==> src/design/rasc_consts.svh <==
// constants for the relay array switch control block
`ifndef RASC_CONSTS_SVH
`define RASC_CONSTS_SVH
// ------------------------------------------------------------
// register byte offsets
// ------------------------------------------------------------
`define RASC_OFF_CTRL      12'h000
`define RASC_OFF_MODE      12'h004
`define RASC_OFF_CMD       12'h008
`define RASC_OFF_STATUS    12'h00C
`define RASC_OFF_STATE_LO  12'h010
`define RASC_OFF_STATE_HI  12'h014
`define RASC_OFF_WATCH     12'h018
`define RASC_OFF_WDATA     12'h01C
`define RASC_OFF_PORTIO    12'h020
// ------------------------------------------------------------
// field positions and values
// ------------------------------------------------------------
`define RASC_CTRL_SLOTRST  0
`define RASC_CTRL_SYSRST   1
`define RASC_CMD_CLOSE     0
`define RASC_CMD_GO        1
`define RASC_CMD_MASK_LSB  8
`define RASC_WATCH_NONE    32'hFFFF_FFFF
`define RASC_MODE_RESET    2'h1
`define RASC_ROW_ZERO      2'h0
`define RASC_COIL_PULSE    8'h04
`endif

==> src/design/rasc_pkg.sv <==
// type definitions for the relay array switch control block
package rasc_pkg;
   // ------------------------------------------------------------
   // wiring modes of the multiplexer
   // ------------------------------------------------------------
   typedef enum logic [1:0] {
      one_wire_mode      = 2'b00,
      two_wire_mode      = 2'b01,
      dual_two_wire_mode = 2'b10,
      four_wire_mode     = 2'b11
   } rasc_mode_t;
   // ------------------------------------------------------------
   // bank sequencer states
   // ------------------------------------------------------------
   typedef enum logic [1:0] {
      RASC_IDLE  = 2'b00,
      RASC_SETUP = 2'b01,
      RASC_DRIVE = 2'b10,
      RASC_NEXT  = 2'b11
   } rasc_state_t;
endpackage : rasc_pkg

==> src/design/rasc_sync.sv <==
// two flip-flop synchroniser for a level input
`timescale 1ns/1ps
module rasc_sync (
   // clock and reset
   input  wire logic pclk,
   input  wire logic presetn,
   input  wire logic clk_en,
   // level
   input  wire logic din,
   output logic      dout
);
   logic meta;
   logic next_meta;
   logic next_dout;

   // ------------------------------------------------------------
   // stage logic
   // ------------------------------------------------------------
   // first stage is read only by the second
   always_comb begin
      next_meta = clk_en ? din : meta;
      next_dout = clk_en ? meta : dout;
   end

   always_ff @(posedge pclk or negedge presetn) begin
      if (!presetn) begin
         meta <= 1'b0;
         dout <= 1'b0;
      end else begin
         meta <= next_meta;
         dout <= next_dout;
      end
   end
endmodule : rasc_sync

==> src/design/rasc_watch.sv <==
// channel watch store: target and digital port history
`timescale 1ns/1ps
module rasc_watch
   import rasc_pkg::*;
(
   // clock and reset
   input  wire logic        pclk,
   input  wire logic        presetn,
   input  wire logic        clk_en,
   input  wire logic        clr,
   // command strobes
   input  wire logic        set_target,
   input  wire logic [31:0] target_in,
   input  wire logic        port_op,
   input  wire logic        port_hi,
   input  wire logic        port_wr,
   input  wire logic [7:0]  port_data,
   // results
   output logic [31:0]      target,
   output logic [17:0]      port_view
);
`include "rasc_consts.svh"
   logic [31:0] next_target;
   logic [17:0] next_port_view;

   // ------------------------------------------------------------
   // watch target and port records
   // ------------------------------------------------------------
   // view = {hi_wr, hi_data, lo_wr, lo_data}; hi port is lo port plus one
   always_comb begin
      next_target    = target;
      next_port_view = port_view;
      if (clr) begin
         next_target    = `RASC_WATCH_NONE;
         next_port_view = '0;
      end else begin
         if (set_target) begin
            next_target = target_in;
         end
         if (port_op && port_hi) begin
            next_port_view[17:9] = {port_wr, port_data};
         end else if (port_op) begin
            next_port_view[8:0] = {port_wr, port_data};
         end
      end
   end

   always_ff @(posedge pclk or negedge presetn) begin
      if (!presetn) begin
         target    <= `RASC_WATCH_NONE;
         port_view <= '0;
      end else if (clk_en) begin
         target    <= next_target;
         port_view <= next_port_view;
      end
   end

   a_watch_none: assert property (@(posedge pclk) disable iff (!presetn)
      clk_en && clr |=> target == `RASC_WATCH_NONE)
      else $error("watch target not cleared to none");
   a_watch_wrflag: assert property (@(posedge pclk) disable iff (!presetn)
      clk_en && !clr && port_op && !port_hi |=> port_view[8] == $past(port_wr))
      else $error("write flag of low port wrong");
   a_watch_hidata: assert property (@(posedge pclk) disable iff (!presetn)
      clk_en && !clr && port_op && port_hi |=> port_view[16:9] == $past(port_data))
      else $error("high port data not stored");
endmodule : rasc_watch

==> src/design/rasc_top.sv <==
// relay array switch control: apb slave, relay state and coil sequencer
// Behaviour
// - slot reset opens every relay on module
// - power-up or system reset opens all relays
// - single channel or channel list per command
// - four wiring modes selected by mode register
// - mode defaults to two-wire after reset
// - one-wire mode allows one closed channel
// - four banks of ten, ten at once
// - coils driven as four rows, ten columns
// - latching relays switched row by row
// - watch query returns target or minus one
// - remember write or read per port
// - high port is low plus one, reported together
// - module insertion or removal forces full reset
//
// The register offsets and the APB register port are this design's own decisions.
`timescale 1ns/1ps
module rasc_top
   import rasc_pkg::*;
#(
   parameter int ROWS = 4,
   parameter int COLS = 10
) (
   // clock and reset
   input  wire logic                    pclk,
   input  wire logic                    presetn,
   input  wire logic                    clk_en,
   // apb slave
   input  wire logic                    psel,
   input  wire logic                    penable,
   input  wire logic                    pwrite,
   input  wire logic [11:0]             paddr,
   input  wire logic [31:0]             pwdata,
   output logic [31:0]                  prdata,
   output logic                         pready,
   output logic                         pslverr,
   // module presence pin
   input  wire logic                    module_present,
   // coil array drive
   output logic [ROWS-1:0]              row_drive,
   output logic [COLS-1:0]              col_drive,
   output logic                         col_close,
   // status
   output logic                         busy
);
`include "rasc_consts.svh"
   localparam int NCH = ROWS * COLS;

   logic [NCH-1:0]  relay;
   logic [NCH-1:0]  next_relay;
   logic [NCH-1:0]  pend;
   logic [NCH-1:0]  next_pend;
   logic            pend_close;
   logic            next_pend_close;
   rasc_mode_t      mode;
   rasc_mode_t      next_mode;
   rasc_state_t     state;
   rasc_state_t     next_state;
   logic [1:0]      row;
   logic [1:0]      next_row;
   logic [7:0]      tick;
   logic [7:0]      next_tick;
   logic            present_s;
   logic            present_d;
   logic            hot_swap;
   logic            all_open;
   logic            wr;
   logic            rd;
   logic            cmd_go;
   logic [COLS-1:0] row_pat;
   logic [NCH-1:0]  cmd_bits;
   logic            set_target;
   logic            port_op;
   logic [31:0]     target;
   logic [17:0]     port_view;
   logic [31:0]     next_prdata;
   logic            mapped;
   logic [NCH-1:0]  chain;
   logic [NCH-1:0]  next_chain;
   logic [2:0]      warm;

   // ------------------------------------------------------------
   // module presence and hot swap reset
   // ------------------------------------------------------------
   rasc_sync u_sync (
      .pclk    (pclk),
      .presetn (presetn),
      .clk_en  (clk_en),
      .din     (module_present),
      .dout    (present_s)
   );

   // detector held off until stages hold pin samples, or reset level looks like a swap
   always_ff @(posedge pclk or negedge presetn) begin
      if (!presetn) begin
         present_d <= 1'b0;
         warm      <= 3'h0;
      end else if (clk_en) begin
         present_d <= present_s;
         warm      <= {warm[1:0], 1'b1};
      end
   end

   assign hot_swap = warm[2] && (present_s ^ present_d);

   // ------------------------------------------------------------
   // apb decode
   // ------------------------------------------------------------
   assign pready  = 1'b1;
   assign wr      = psel && penable && pwrite && clk_en;
   assign rd      = psel && !penable && !pwrite;
   assign mapped  = paddr <= `RASC_OFF_PORTIO && paddr[1:0] == 2'b00;
   assign pslverr = psel && penable && !mapped;

   // system reset, slot reset and hot swap all clear the whole array
   assign all_open = hot_swap
                  || (wr && paddr == `RASC_OFF_CTRL && pwdata[`RASC_CTRL_SYSRST])
                  || (wr && paddr == `RASC_OFF_CTRL && pwdata[`RASC_CTRL_SLOTRST]);
   assign cmd_go = wr && paddr == `RASC_OFF_CMD && pwdata[`RASC_CMD_GO];
   assign set_target = wr && paddr == `RASC_OFF_WATCH;
   assign port_op    = wr && paddr == `RASC_OFF_PORTIO;

   // command payload: channel list mask held in state lo/hi staging
   logic [NCH-1:0] list_mask;
   logic [NCH-1:0] next_list_mask;

   always_comb begin
      next_list_mask = list_mask;
      if (wr && paddr == `RASC_OFF_STATE_LO) begin
         next_list_mask[31:0] = pwdata;
      end
      if (wr && paddr == `RASC_OFF_STATE_HI) begin
         next_list_mask[NCH-1:32] = pwdata[NCH-33:0];
      end
      if (all_open) begin
         next_list_mask = '0;
      end
   end

   // a one-wire close keeps only the lowest requested channel
   always_comb begin
      cmd_bits = list_mask;
      if (mode == one_wire_mode && pwdata[`RASC_CMD_CLOSE]) begin
         cmd_bits = list_mask & (~list_mask + NCH'(1));
      end
   end

   // ------------------------------------------------------------
   // relay state, mode and bank sequencer
   // ------------------------------------------------------------
   always_comb begin
      next_relay      = relay;
      next_pend       = pend;
      next_pend_close = pend_close;
      next_mode       = mode;
      next_state      = state;
      next_row        = row;
      next_tick       = tick;
      next_chain      = chain;
      if (wr && paddr == `RASC_OFF_MODE && state == RASC_IDLE
          && (|pwdata[1:0] || $onehot0(relay))) begin
         next_mode = rasc_mode_t'(pwdata[1:0]);
      end
      case (state)
         RASC_IDLE: begin
            if (cmd_go) begin
               next_pend       = cmd_bits;
               next_pend_close = pwdata[`RASC_CMD_CLOSE];
               next_row        = `RASC_ROW_ZERO;
               if (mode == one_wire_mode && pwdata[`RASC_CMD_CLOSE] && |cmd_bits
                   && |(relay & ~cmd_bits)) begin
                  next_pend       = relay & ~cmd_bits;
                  next_pend_close = 1'b0;
                  next_chain      = cmd_bits;
               end
               next_state = RASC_SETUP;
            end
         end
         RASC_SETUP: begin
            // skip banks with no work so only touched rows get a pulse
            if (|row_pat) begin
               next_tick  = `RASC_COIL_PULSE;
               next_state = RASC_DRIVE;
            end else begin
               next_state = RASC_NEXT;
            end
         end
         RASC_DRIVE: begin
            next_tick = tick - 8'h01;
            if (tick == 8'h01) begin
               for (int c = 0; c < COLS; c++) begin
                  if (row_pat[c]) begin
                     next_relay[int'(row) * COLS + c] = pend_close;
                  end
               end
               next_state = RASC_NEXT;
            end
         end
         RASC_NEXT: begin
            if (row == 2'(ROWS - 1) && |chain) begin
               next_pend       = chain;
               next_pend_close = 1'b1;
               next_chain      = '0;
               next_row        = `RASC_ROW_ZERO;
               next_state      = RASC_SETUP;
            end else if (row == 2'(ROWS - 1)) begin
               next_pend  = '0;
               next_state = RASC_IDLE;
            end else begin
               next_row   = row + 2'h1;
               next_state = RASC_SETUP;
            end
         end
         default: begin
            next_state = RASC_IDLE;
         end
      endcase
      if (all_open) begin
         next_pend       = relay | pend;
         next_pend_close = 1'b0;
         next_chain      = '0;
         next_row        = `RASC_ROW_ZERO;
         next_state      = RASC_SETUP;
         next_mode  = rasc_mode_t'(`RASC_MODE_RESET);
      end
   end

   always_ff @(posedge pclk or negedge presetn) begin
      if (!presetn) begin
         relay      <= '0;
         pend       <= '0;
         pend_close <= 1'b0;
         mode       <= rasc_mode_t'(`RASC_MODE_RESET);
         state      <= RASC_IDLE;
         row        <= `RASC_ROW_ZERO;
         tick       <= 8'h00;
         list_mask  <= '0;
         chain      <= '0;
      end else if (clk_en) begin
         relay      <= next_relay;
         pend       <= next_pend;
         pend_close <= next_pend_close;
         mode       <= next_mode;
         state      <= next_state;
         row        <= next_row;
         tick       <= next_tick;
         list_mask  <= next_list_mask;
         chain      <= next_chain;
      end
   end

   // ------------------------------------------------------------
   // coil array drive
   // ------------------------------------------------------------
   // column pattern of the bank under service
   assign row_pat = pend[int'(row) * COLS +: COLS];

   // row lines asserted only while the bank's columns are applied
   for (genvar r = 0; r < ROWS; r++) begin : g_row
      assign row_drive[r] = (state == RASC_DRIVE) && (row == 2'(r));
   end
   assign col_drive = (state == RASC_DRIVE) ? row_pat : '0;
   assign col_close = (state == RASC_DRIVE) && pend_close;
   assign busy      = state != RASC_IDLE;

   // ------------------------------------------------------------
   // channel watch
   // ------------------------------------------------------------
   rasc_watch u_watch (
      .pclk       (pclk),
      .presetn    (presetn),
      .clk_en     (clk_en),
      .clr        (all_open),
      .set_target (set_target),
      .target_in  (pwdata),
      .port_op    (port_op),
      .port_hi    (pwdata[16]),
      .port_wr    (pwdata[8]),
      .port_data  (pwdata[7:0]),
      .target     (target),
      .port_view  (port_view)
   );

   // ------------------------------------------------------------
   // read data
   // ------------------------------------------------------------
   always_comb begin
      next_prdata = prdata;
      if (rd) begin
         case (paddr)
            `RASC_OFF_MODE:     next_prdata = {30'h0000_0000, mode};
            `RASC_OFF_STATUS:   next_prdata = {31'h0000_0000, busy};
            `RASC_OFF_STATE_LO: next_prdata = relay[31:0];
            `RASC_OFF_STATE_HI: next_prdata = {24'h00_0000, relay[NCH-1:32]};
            `RASC_OFF_WATCH:    next_prdata = target;
            `RASC_OFF_WDATA:    next_prdata = {14'h0000, port_view};
            default:            next_prdata = 32'h0000_0000;
         endcase
      end
   end

   // read data is registered at the end of the setup cycle so it stands through the access cycle
   always_ff @(posedge pclk or negedge presetn) begin
      if (!presetn) begin
         prdata <= 32'h0000_0000;
      end else if (clk_en) begin
         prdata <= next_prdata;
      end
   end

   // ------------------------------------------------------------
   // checks
   // ------------------------------------------------------------
   a_reset_opens: assert property (@(posedge pclk) disable iff (!presetn)
      clk_en && all_open |-> ##[1:25] relay == '0)
      else $error("reset did not open relays");
   a_mode_default: assert property (@(posedge pclk) disable iff (!presetn)
      clk_en && all_open |=> mode == two_wire_mode)
      else $error("mode not back to two-wire");
   a_one_wire: assert property (@(posedge pclk) disable iff (!presetn)
      mode == one_wire_mode && state == RASC_IDLE |-> $onehot0(relay))
      else $error("more than one relay closed in one-wire mode");
   a_row_onehot: assert property (@(posedge pclk) disable iff (!presetn)
      $onehot0(row_drive))
      else $error("several rows driven at once");
   a_row_with_cols: assert property (@(posedge pclk) disable iff (!presetn)
      |row_drive |-> |col_drive)
      else $error("row driven without column pattern");
   a_hot_swap: assert property (@(posedge pclk) disable iff (!presetn)
      clk_en && hot_swap |-> ##[1:25] (relay == '0 && !busy))
      else $error("hot swap did not reset");
   a_drive_len: assert property (@(posedge pclk) disable iff (!presetn)
      $rose(state == RASC_DRIVE) && clk_en |-> (state == RASC_DRIVE)[*4])
      else $error("coil pulse too short");
   a_list_done: assert property (@(posedge pclk) disable iff (!presetn)
      clk_en && cmd_go && state == RASC_IDLE |-> ##[1:49] state == RASC_IDLE)
      else $error("channel list not finished");
endmodule : rasc_top

==> config.mk <==
export PLATFORM = sky130hd
export DESIGN_NAME = rasc_top
export DESIGN_NICKNAME = d
export VERILOG_FILES = /design/src/design/rasc_pkg.sv /design/src/design/rasc_sync.sv /design/src/design/rasc_watch.sv /design/src/design/rasc_top.sv
export VERILOG_INCLUDE_DIRS = /design/src /design/src/design
export SDC_FILE = /design/constraint.sdc
export NUM_CORES = 1
export LEC_CHECK = 0
export BUFFER_PORTS_ARGS = -buffer_cell sky130_fd_sc_hd__buf_2
export CAP_MARGIN = 20
export CORE_UTILIZATION = 38
export CTS_CLUSTER_SIZE = 28
export DETAILED_ROUTE_END_ITERATION = 10
export PLACE_DENSITY_LB_ADDON = 0.12
export SLEW_MARGIN = 0
export SYNTH_ARGS = -nofsm -noshare
export SYNTH_HDL_FRONTEND = slang
export SYNTH_SLANG_ARGS = --single-unit
==> constraint.sdc <==
create_clock -name pclk -period 14.73 [get_ports pclk]
set_clock_uncertainty 0.05 [all_clocks]
set_input_delay 1.473 -clock pclk [delete_from_list [all_inputs] [get_ports pclk]]
set_output_delay 1.473 -clock pclk [all_outputs]
set_load 0.02 [all_outputs]
== Word-level counts from Yosys, hierarchy flattened ==
Index checks and enable logic that the tools add are counted.
Widths: inputs -> output; s select.

* Register bits: 263
* Input port bits: 51
* Output and inout port bits: 50

* Add/sub/neg operators: 51
* Multiply operators: 1
* Magnitude comparators: 22
* Equal/unequal tests: 23
* Shift operators: 1
* Mux-type cells: 102
* Bitwise operators: 6
* Reductions and logical operators: 79

{| class="wikitable"
|+ Operators by type and width
! operator !! number
|-
| $mux 40 || 39
|-
| $bwmux 40 || 10
|-
| $ge 32x1->1 const B || 10
|-
| $lt 32x8->1 const B || 10
|-
| $pmux 32 s6 || 1
|-
| $pmux 40 s2 || 2
|-
| $add 32x4->32 const B || 4
|-
| $reduce_or 40->1 || 3
|-
| $mux 32 || 3
|-
| $and 40x40->40 || 2
|-
| $not 40->40 || 2
|-
| $add 32x3->32 const B || 2
|-
| $add 32x5->32 const B || 2
|-
| $demux 1 s6 || 9
|-
| $eq 12x5->1 const B || 4
|-
| $add 1x1->2 || 20
|-
| $add 40x1->40 const B || 1
|-
| $logic_and 1x1->1 || 40
|-
| $or 40x40->40 || 1
|-
| $shiftx 40x7->10 || 1
|-
| $add 32x2->32 const B || 1
|-
| $add 2x2->3 || 10
|-
| $mux 9 || 3
|-
| $eq 12x4->1 const B || 2
|-
| other kinds (41) || 103
|}

== Depth between registers and ports, before layout ==
Gate-level depths: netlist of run 1.

* Word-level depth: 43
* Depth in mapped cells: 21

== Cells and area by module ==
From an unflattened synthesis of run 1, not the netlist that was laid out.

* Cell total of the unflattened synthesis: 1904
* Area, all modules: 16779.8 µm²

{| class="wikitable"
|+ By module, submodules not included
! module !! instances !! cells each !! area each (µm²)
|-
| rasc_top || 1 || 1670 || 14338.8
|-
| rasc_watch || 1 || 230 || 2368.5
|-
| rasc_sync || 1 || 4 || 72.6
|}

== Worst setup path before layout of run 1 ==
No wires, ideal clock.

* Path type: register -> register
* Start: reg relay[17]
* End: reg mode[1]
* Library setup time: 0.084 ns
* Arrival time: 6.020 ns
* Slack: 8.577 ns
* Cell stages (with the launch flop): 21
* Buffers on the path: 0
* Period minus slack after synthesis: 6.153 ns
* Cells stage by stage: dfrtp_1 -> fa_1 -> inv_1 -> fa_1 -> inv_1 -> fa_1 -> inv_1 -> fa_1 -> fa_1 -> fa_1 -> fa_1 -> inv_1 -> ha_1 -> inv_1 -> fa_1 -> or4b_2 -> o41ai_1 -> nand4_1 -> a21boi_0 -> nand3_1 -> o21ai_0

* Cells in the longest elaborated chain, start to end: 11

{| class="wikitable"
|+ RTL lines
! what !! RTL line !! source
|-
| start, declared || rasc_top.sv:50 || <nowiki>logic [NCH-1:0] relay;</nowiki>
|-
| start signal, assigned || rasc_top.sv:241 || <nowiki>relay <= next_relay;</nowiki>
|-
| $add 1x1->2 (not written as such) || rasc_top.sv:162 || <nowiki>&& (|pwdata[1:0] || $onehot0(relay))) begin</nowiki>
|-
| $add 2x2->3 (not written as such) || rasc_top.sv:162 ||
|-
| $add 3x3->4 (not written as such) || rasc_top.sv:162 ||
|-
| $add 4x4->5 (not written as such) || rasc_top.sv:162 ||
|-
| $add 5x5->6 (not written as such) || rasc_top.sv:162 ||
|-
| $add 6x4->6 (not written as such) || rasc_top.sv:162 ||
|-
| $le 6x1->1 (not written as such) || rasc_top.sv:162 ||
|-
| $logic_or 1x1->1 || rasc_top.sv:162 ||
|-
| $logic_and 1x1->1 || rasc_top.sv:161 || <nowiki>if (wr && paddr == `RASC_OFF_MODE && state == RASC_IDLE</nowiki>
|-
| $reduce_bool 2->1 (no source line) || - ||
|-
| $reduce_and 2->1 (no source line) || - ||
|-
| end signal, assigned || rasc_top.sv:234 || <nowiki>mode <= rasc_mode_t'(`RASC_MODE_RESET);</nowiki>
|-
| end signal, assigned || rasc_top.sv:244 || <nowiki>mode <= next_mode;</nowiki>
|-
| end, declared || rasc_top.sv:56 || <nowiki>rasc_mode_t mode;</nowiki>
|}

Every way passes these cells.
A chain may end at the register's enable or synchronous reset.

== Final worst setup path of run 1 ==
* Start: reg relay[19]
* End: reg mode[1]

The elaborated chain is that of the path after synthesis.

==> results of run 1 <==
-- layer usage --
| layer | GRT usage [%] | wire (microns) | up-vias |
|---|---|---|---|
| met5 | 0 | 11 | - |
| met4 | 16.3 | 4020 | 2 |
| met3 | 7.48 | 7130 | 163 |
| met2 | 50.7 | 32400 | 894 |
| met1 | 47.0 | 31300 | 8175 |
| li1 | - | - | 7112 |
-- cells in the final DEF, fill, tap and decap left out, drive strengths merged, types with 16 or more instances in the layout --
| cell | instances |
|---|---|
| dfrtp | 230 |
| o21ai | 239 |
| o221ai | 16 |
| nor3 | 26 |
| a31oi | 19 |
| mux2 | 26 |
| fa | 31 |
| and2 | 43 |
| a21oi | 106 |
| o2bb2ai | 31 |
| inv | 82 |
| o311ai | 24 |
| a222oi | 22 |
| dfstp | 33 |
| nor4 | 34 |
| clkbuf | 49 |
| ha | 25 |
| a221oi | 20 |
| nand2 | 289 |
| nand3 | 38 |
| nor2 | 256 |
| buf | 141 |
-- cell families after synthesis --
logic type	count (synthesis)	synth area share, %
AO/OA/AOI/OAI	602	23.6
XOR/XNOR	7	0.370
adder cells (fa/ha/maj)	56	5.63
buffers and inverters	224	5.38
flip-flops	263	39.9
multiplexers	38	3.24
other	1	0.0226
AND/OR/NAND/NOR	771	21.8
-- registers in the layout (all words and copies together) (netlist names), 8 cells and up --
| name | flops |
|---|---|
| u_watch.port_view | 18 |
| u_watch.target | 32 |
| tick | 8 |
| pend | 40 |
| chain | 40 |
| list_mask | 40 |
| relay | 40 |
| prdata | 32 |
-- worst max-delay path: stages, from the launching register on --
cell,delay [ps]
dfrtp_1,480
fa_1,590
inv_1,70
fa_1,500
inv_1,50
fa_1,470
inv_1,50
fa_1,460
fa_1,490
fa_1,510
fa_1,410
inv_1,70
ha_1,160
inv_1,60
fa_1,500
or4b_2,590
o41ai_1,350
nand4_1,130
a21boi_0,370
nand3_1,110
o21ai_0,100
-- power breakdown --
part	internal [W]	leakage, nW	switching (W)
sequential	0.000984	3.19	0.000340
clock	0.000576	0.608	0.000356
combinational	0.000674	4.06	0.00123
total	0.00223	7.86	0.00192
-- through the flow --
step           util [%]  worst slack (ps)  total power (W)  cell area [sq um]  hold slack (ps)
6_report           43.9              8080          0.00416              18900              414
5_1_grt            43.9              7810          0.00441              18900              434
4_1_cts            43.9              8110          0.00412              18900              419
3_5_place_dp       41.0              8160          0.00317              17700              397
3_3_place_gp       40.9              8190          0.00315              17600              398
2_1_floorplan         -              8580          0.00246              16600              381
-- cell type report --
type,count,area [sq um]
diodes,1,2.50
clock buffers,48,1030
clock inverters,14,219
fillers,4266,24200
inverters,81,304
multi-input cells,1475,9150
flip-flops and latches,263,6620
well taps,585,732
repair buffers,142,865
-- final timing paths --
check	start	endpoint	slack, ps	cells after the start
max reg2reg	relay[19]	mode[1]	8080	20
min in group asynchronous	presetn	pend[12]	910	1
max	relay[19]	mode[1]	8080	20
min reg2reg	warm[0]	warm[0]	410	1
max in group asynchronous	presetn	relay[23]	12140	2
min	warm[0]	warm[0]	410	1
==> reports/results.ini, run 1 <==
[synth]
synth_common_cells=nand2_1, nor2_1, o21ai_0, dfrtp_1, a21oi_1
syn_area_sq_mm=0.0166
ys_seq_area_share_pct=39.9
avgSynthCellArea_sq_um=8.46
ys_async_sr_fraction_pct=100
syn_nets=2069
synth_cell_types=90
synth.most_common_cell=nand2_1
synth-edff-count=0
yosys_warnings=0
yosysTopAreaCell=dfrtp_1
synth_top_cell_area_share_pct=34.7
synth_seq_cells=263
ys.flop_type=dfrtp_1
synth_cells=1962
ys_top_cells_by_area=dfrtp_1, o21ai_0, nand2_1

[cts]
clkLatencyLatePin_ps=570
numCtsBuffers=35
cts_hold_buf=0
cts_resized=0
cts_sinks=263
cts-root-buf=clkbuf_16
path_clk_slew_ps=60
post-cts-setup-buffer-count=0
cts_tree=yes
htreeDepth=2
clockBufferDepth=3

[timing]
min_period_over_period_pct=45.1
min_period_ps=6650
rsz0062_at_grt=false
maxSlewHeadroom_pct=19.8
worst_pin_slew_ps=1200
final_max_slew_viol_count=0
setup-violations-final=0
finalSetupTns_ps=0
max_freq_mhz=150
hold_violations=0

[floorplan]
start_util_pct=38.5
row_count=76
dieHeight_microns=211
design.die.area_sq_mm=0.0445
core-area_sq_mm=0.0431
io_pins=101
dieWidth_microns=211

[critical_path]
crit_fanout=6
critPathKind=register to register
required_ps=15160
end_kind=register
start_kind=register
arrival_ps=7080

[global_route]
antenna_found_initial=2
grt_usage_pct=34.1
grt_pass1_vias=15539
overflow=0
grt_pass1_wl_microns=109000
grt_max_degree=169

[detailed_routing]
route.detailed.drc=2
viasPerCell=6.27
vias=16346
drt_iter0_markers=2225
ant_nets=0
drtPass1Iterations=10
avgRoutedWirePerCell_microns=28.7
drt_wl_total_microns=74800

[outcome]
status=finished, violations left
violations=design-rule violations

[final_layout]
area_growth_pct=14.0
stdcell_count=2609
drive_gt1_share_pct=15.7
fin_nets=2105

[placement]
port_buffers=99
dp_cells=2544
post-dp-hpwl_microns=53500
gp_congestion=0.987

[min_path]
hp-class=register to register

[pwr]
ir_drop_uv=141
leakage_nw=7.86
powerDensity_mw_per_mm2=220

[job]
drv_cap=0

(Power assumes the default switching activity.)
==> run 2, diff against run 1 <==
ABC_AREA = 1   (was unset)
clock period = 6.6 ns   (was 14.73 ns; I/O delays follow)
==> run 2 against run 1 <==
Compared with the run above: design area grew 2.3%; via count grew 9.0%; largest power group unchanged; critical path type unchanged; largest cell class unchanged; the run now ends clean; clock power grew 110%.
==> reports/results.ini, run 2 <==
[cts]
post-cts-setup-buffer-count=0  ; unchanged
numCtsBuffers=34  ; -2.9%
htreeDepth=2  ; unchanged
cts_resized=0  ; unchanged
cts_hold_buf=0  ; unchanged
path_clk_slew_ps=60  ; about the same
cts_sinks=263  ; unchanged
cts-root-buf=clkbuf_16
cts_tree=yes
clockBufferDepth=3  ; unchanged
clkLatencyLatePin_ps=570  ; about the same

[floorplan]
row_count=77  ; +1.3%
core-area_sq_mm=0.0445  ; +3.3%
start_util_pct=38.8  ; +0.24 points
io_pins=101  ; unchanged
design.die.area_sq_mm=0.0463  ; +3.9%
dieWidth_microns=215  ; +2.0%
dieHeight_microns=215  ; +2.0%

[timing]
finalSetupTns_ps=0  ; unchanged
max_freq_mhz=168  ; +11%
maxSlewHeadroom_pct=20.8  ; +1.0 points
min_period_over_period_pct=90.4  ; +45 points
min_period_ps=5960  ; -685 ps
timing.final.ws_setup_ps=636  ; -7440 ps
rsz0062_at_grt=false
hold_violations=0  ; unchanged
hold_ws_ps=31.0  ; -383 ps
setup-violations-final=0  ; unchanged
worst_pin_slew_ps=1180  ; -27.4 ps
final_max_slew_viol_count=0  ; unchanged

[global_route]
overflow=0  ; unchanged
grt_max_degree=170  ; +0.59%
gr-usage-met3_pct=7.53  ; +0.052 points
busiest_layer=met2
grt_pass1_wl_microns=113000  ; +3.1%
antenna_found_initial=5  ; +3
met1_usage_pct=46.4  ; -0.59 points
grt_usage_pct=33.0  ; -1.1 points
grt_pass1_vias=16864  ; +8.5%
grt_use_met2_pct=48.3  ; -2.3 points

[detailed_routing]
drt_wl_total_microns=76400  ; +2.1%
ant_nets=0  ; unchanged
viasPerCell=5.74  ; -8.4%
route.detailed.drc=0  ; -2
drtPass1Iterations=6  ; -4
avgRoutedWirePerCell_microns=24.6  ; -14%
vias=17819  ; +9.0%
drt_iter0_markers=2173  ; -2.3%

[synth]
ys_seq_area_share_pct=38.4  ; -1.5 points
yosys_warnings=0  ; unchanged
syn_area_sq_mm=0.0173  ; +4.0%
yosysTopAreaCell=dfrtp_1
avgSynthCellArea_sq_um=7.02  ; -17%
synth.most_common_cell=nand2_1
ys_top_cells_by_area=dfrtp_1, nand2_1, o21ai_0
synth-edff-count=0  ; unchanged
synth_seq_cells=263  ; unchanged
synth_top_cell_area_share_pct=33.4  ; -1.3 points
synth_common_cells=nand2_1, inv_1, o21ai_0, nor2_1, dfrtp_1
synth_cells=2456  ; +25%
ys_async_sr_fraction_pct=100  ; unchanged
synth_cell_types=51  ; -43%
syn_nets=2563  ; +24%
ys.flop_type=dfrtp_1

[critical_path]
cp_cell_sequence=fa_1 > inv_1 > fa_1 > inv_1 > fa_1 > inv_1 > fa_1 > fa_1 > fa_1 > fa_1 > inv_1 > ha_1 > inv_1 > fa_1 > nor4b_1 > a31oi_1 > nor4_1 > o21ai_0 > nand2_1 > o21ai_0
r2r_slack_ps=640  ; -7440 ps
critPathKind=register to register
cp_slowest_stage_delay_ps=560  ; -30 ps
crit_top_cell=fa_1
start_kind=register
r2r_cells=20  ; unchanged
end_kind=register
crit_path_end=mode[1]
cp-startpoint=relay[17]
required_ps=6970  ; -8190 ps
rr_endpoint=mode[1]
crit_fanout=5  ; -1
arrival_ps=6340  ; -740 ps
r2r-start=relay[17]
slowest_stage=fa_1

[placement]
gp_congestion=0.994  ; +0.69%
port_buffers=99  ; unchanged
post-dp-hpwl_microns=56800  ; +6.2%
post-place-ws_ps=692  ; -7470 ps

[final_layout]
mostFrequentLayoutCells=nand2_1, inv_1, o21ai_0
drive_gt1_share_pct=11.0  ; -4.7 points
fin_nets=2596  ; +23%
layout_commonest_cell=nand2_1
area_growth_pct=12.2

[pwr]
leakage_nw=9.25  ; +18%
ir_drop_uv=1090  ; +670%
powerDensity_mw_per_mm2=681  ; +210%

[job]
drv_cap=0  ; unchanged

[outcome]
status=complete, no violations

[min_path]
hp-class=input port to asynchronous set/reset pin

[run 2: changes by cell type after synthesis, moves of 22 or more]
cell       change
a211oi_1      +27
nand3_1      +148
and2_1        -39
nand2_1      +371
o2bb2ai_1     -31
mux2_2        -26
inv_1        +189
o22ai_1       +63
a222oi_1      -22
[run 2: worst min path at each step]
| stage | startpoint | end | slack [ps] | depth (start not counted) |
|---|---|---|---|---|
| global route | presetn | chain[12] | 110 | 1 |
| detailed placement | warm[0] | warm[0] | 390 | 2 |
| floorplan | presetn | chain[0] | 310 | 0 |
| finish | presetn | chain[12] | 30 | 1 |
| CTS | presetn | chain[12] | 80 | 1 |
| global placement | warm[0] | warm[0] | 390 | 2 |
[run 2: cells by family after synthesis]
kind of cell             after synthesis  share of synthesized area, %
other                                  1                        0.0217
buffers and inverters                414                          9.70
flip-flops                           263                          38.4
multiplexers                           1                        0.0580
AND/OR/NAND/NOR                     1175                          28.4
adder cells (fa/ha/maj)               56                          5.41
AO/OA/AOI/OAI                        546                          18.0
[run 2: layout make-up]
type,count,area [sq um]
antenna,1,2.50
inverter,282,1060
clock inverter,10,174
timing repair buffer,129,763
clock buffer,49,1010
tap,592,741
multi-input combinational,1779,8990
sequential,263,6620
fill,4696,25200
[run 2: per-stage QoR]
stage / cell area (sq um) / cells / utilization [%] / power [W]
6_report: 19400 / 3105 / 43.5 / 0.0132
3_5_place_dp: 18100 / 3044 / 40.8 / 0.0110
2_1_floorplan: 17300 / 2456 / - / 0.00843
3_3_place_gp: 18100 / 3044 / 40.8 / 0.0108
4_1_cts: 19300 / 3103 / 43.4 / 0.0131
5_1_grt: 19400 / 3104 / 43.5 / 0.0143
[run 2: critical path, delay by kind of cell (launching register included)]
family / cells / cell delay [ps]
fa+ha+maj: 9 / 4120
flops: 1 / 460
buf+inv: 5 / 300
compound gates: 3 / 380
simple gates: 3 / 510
[run 2: report_power, final]
part | leakage, nW | switching, W | internal, W
Combinational | 5.46 | 0.00533 | 0.00310
Clock | 0.582 | 0.000798 | 0.00119
Sequential | 3.22 | 0.000573 | 0.00219
Total | 9.25 | 0.00670 | 0.00648
[run 2: routing by layer]
metal | vias up | wire, microns
li1 | 8123 | -
met1 | 8629 | 32800
met2 | 920 | 32300
met3 | 143 | 7870
met4 | 4 | 3340
met5 | - | 26
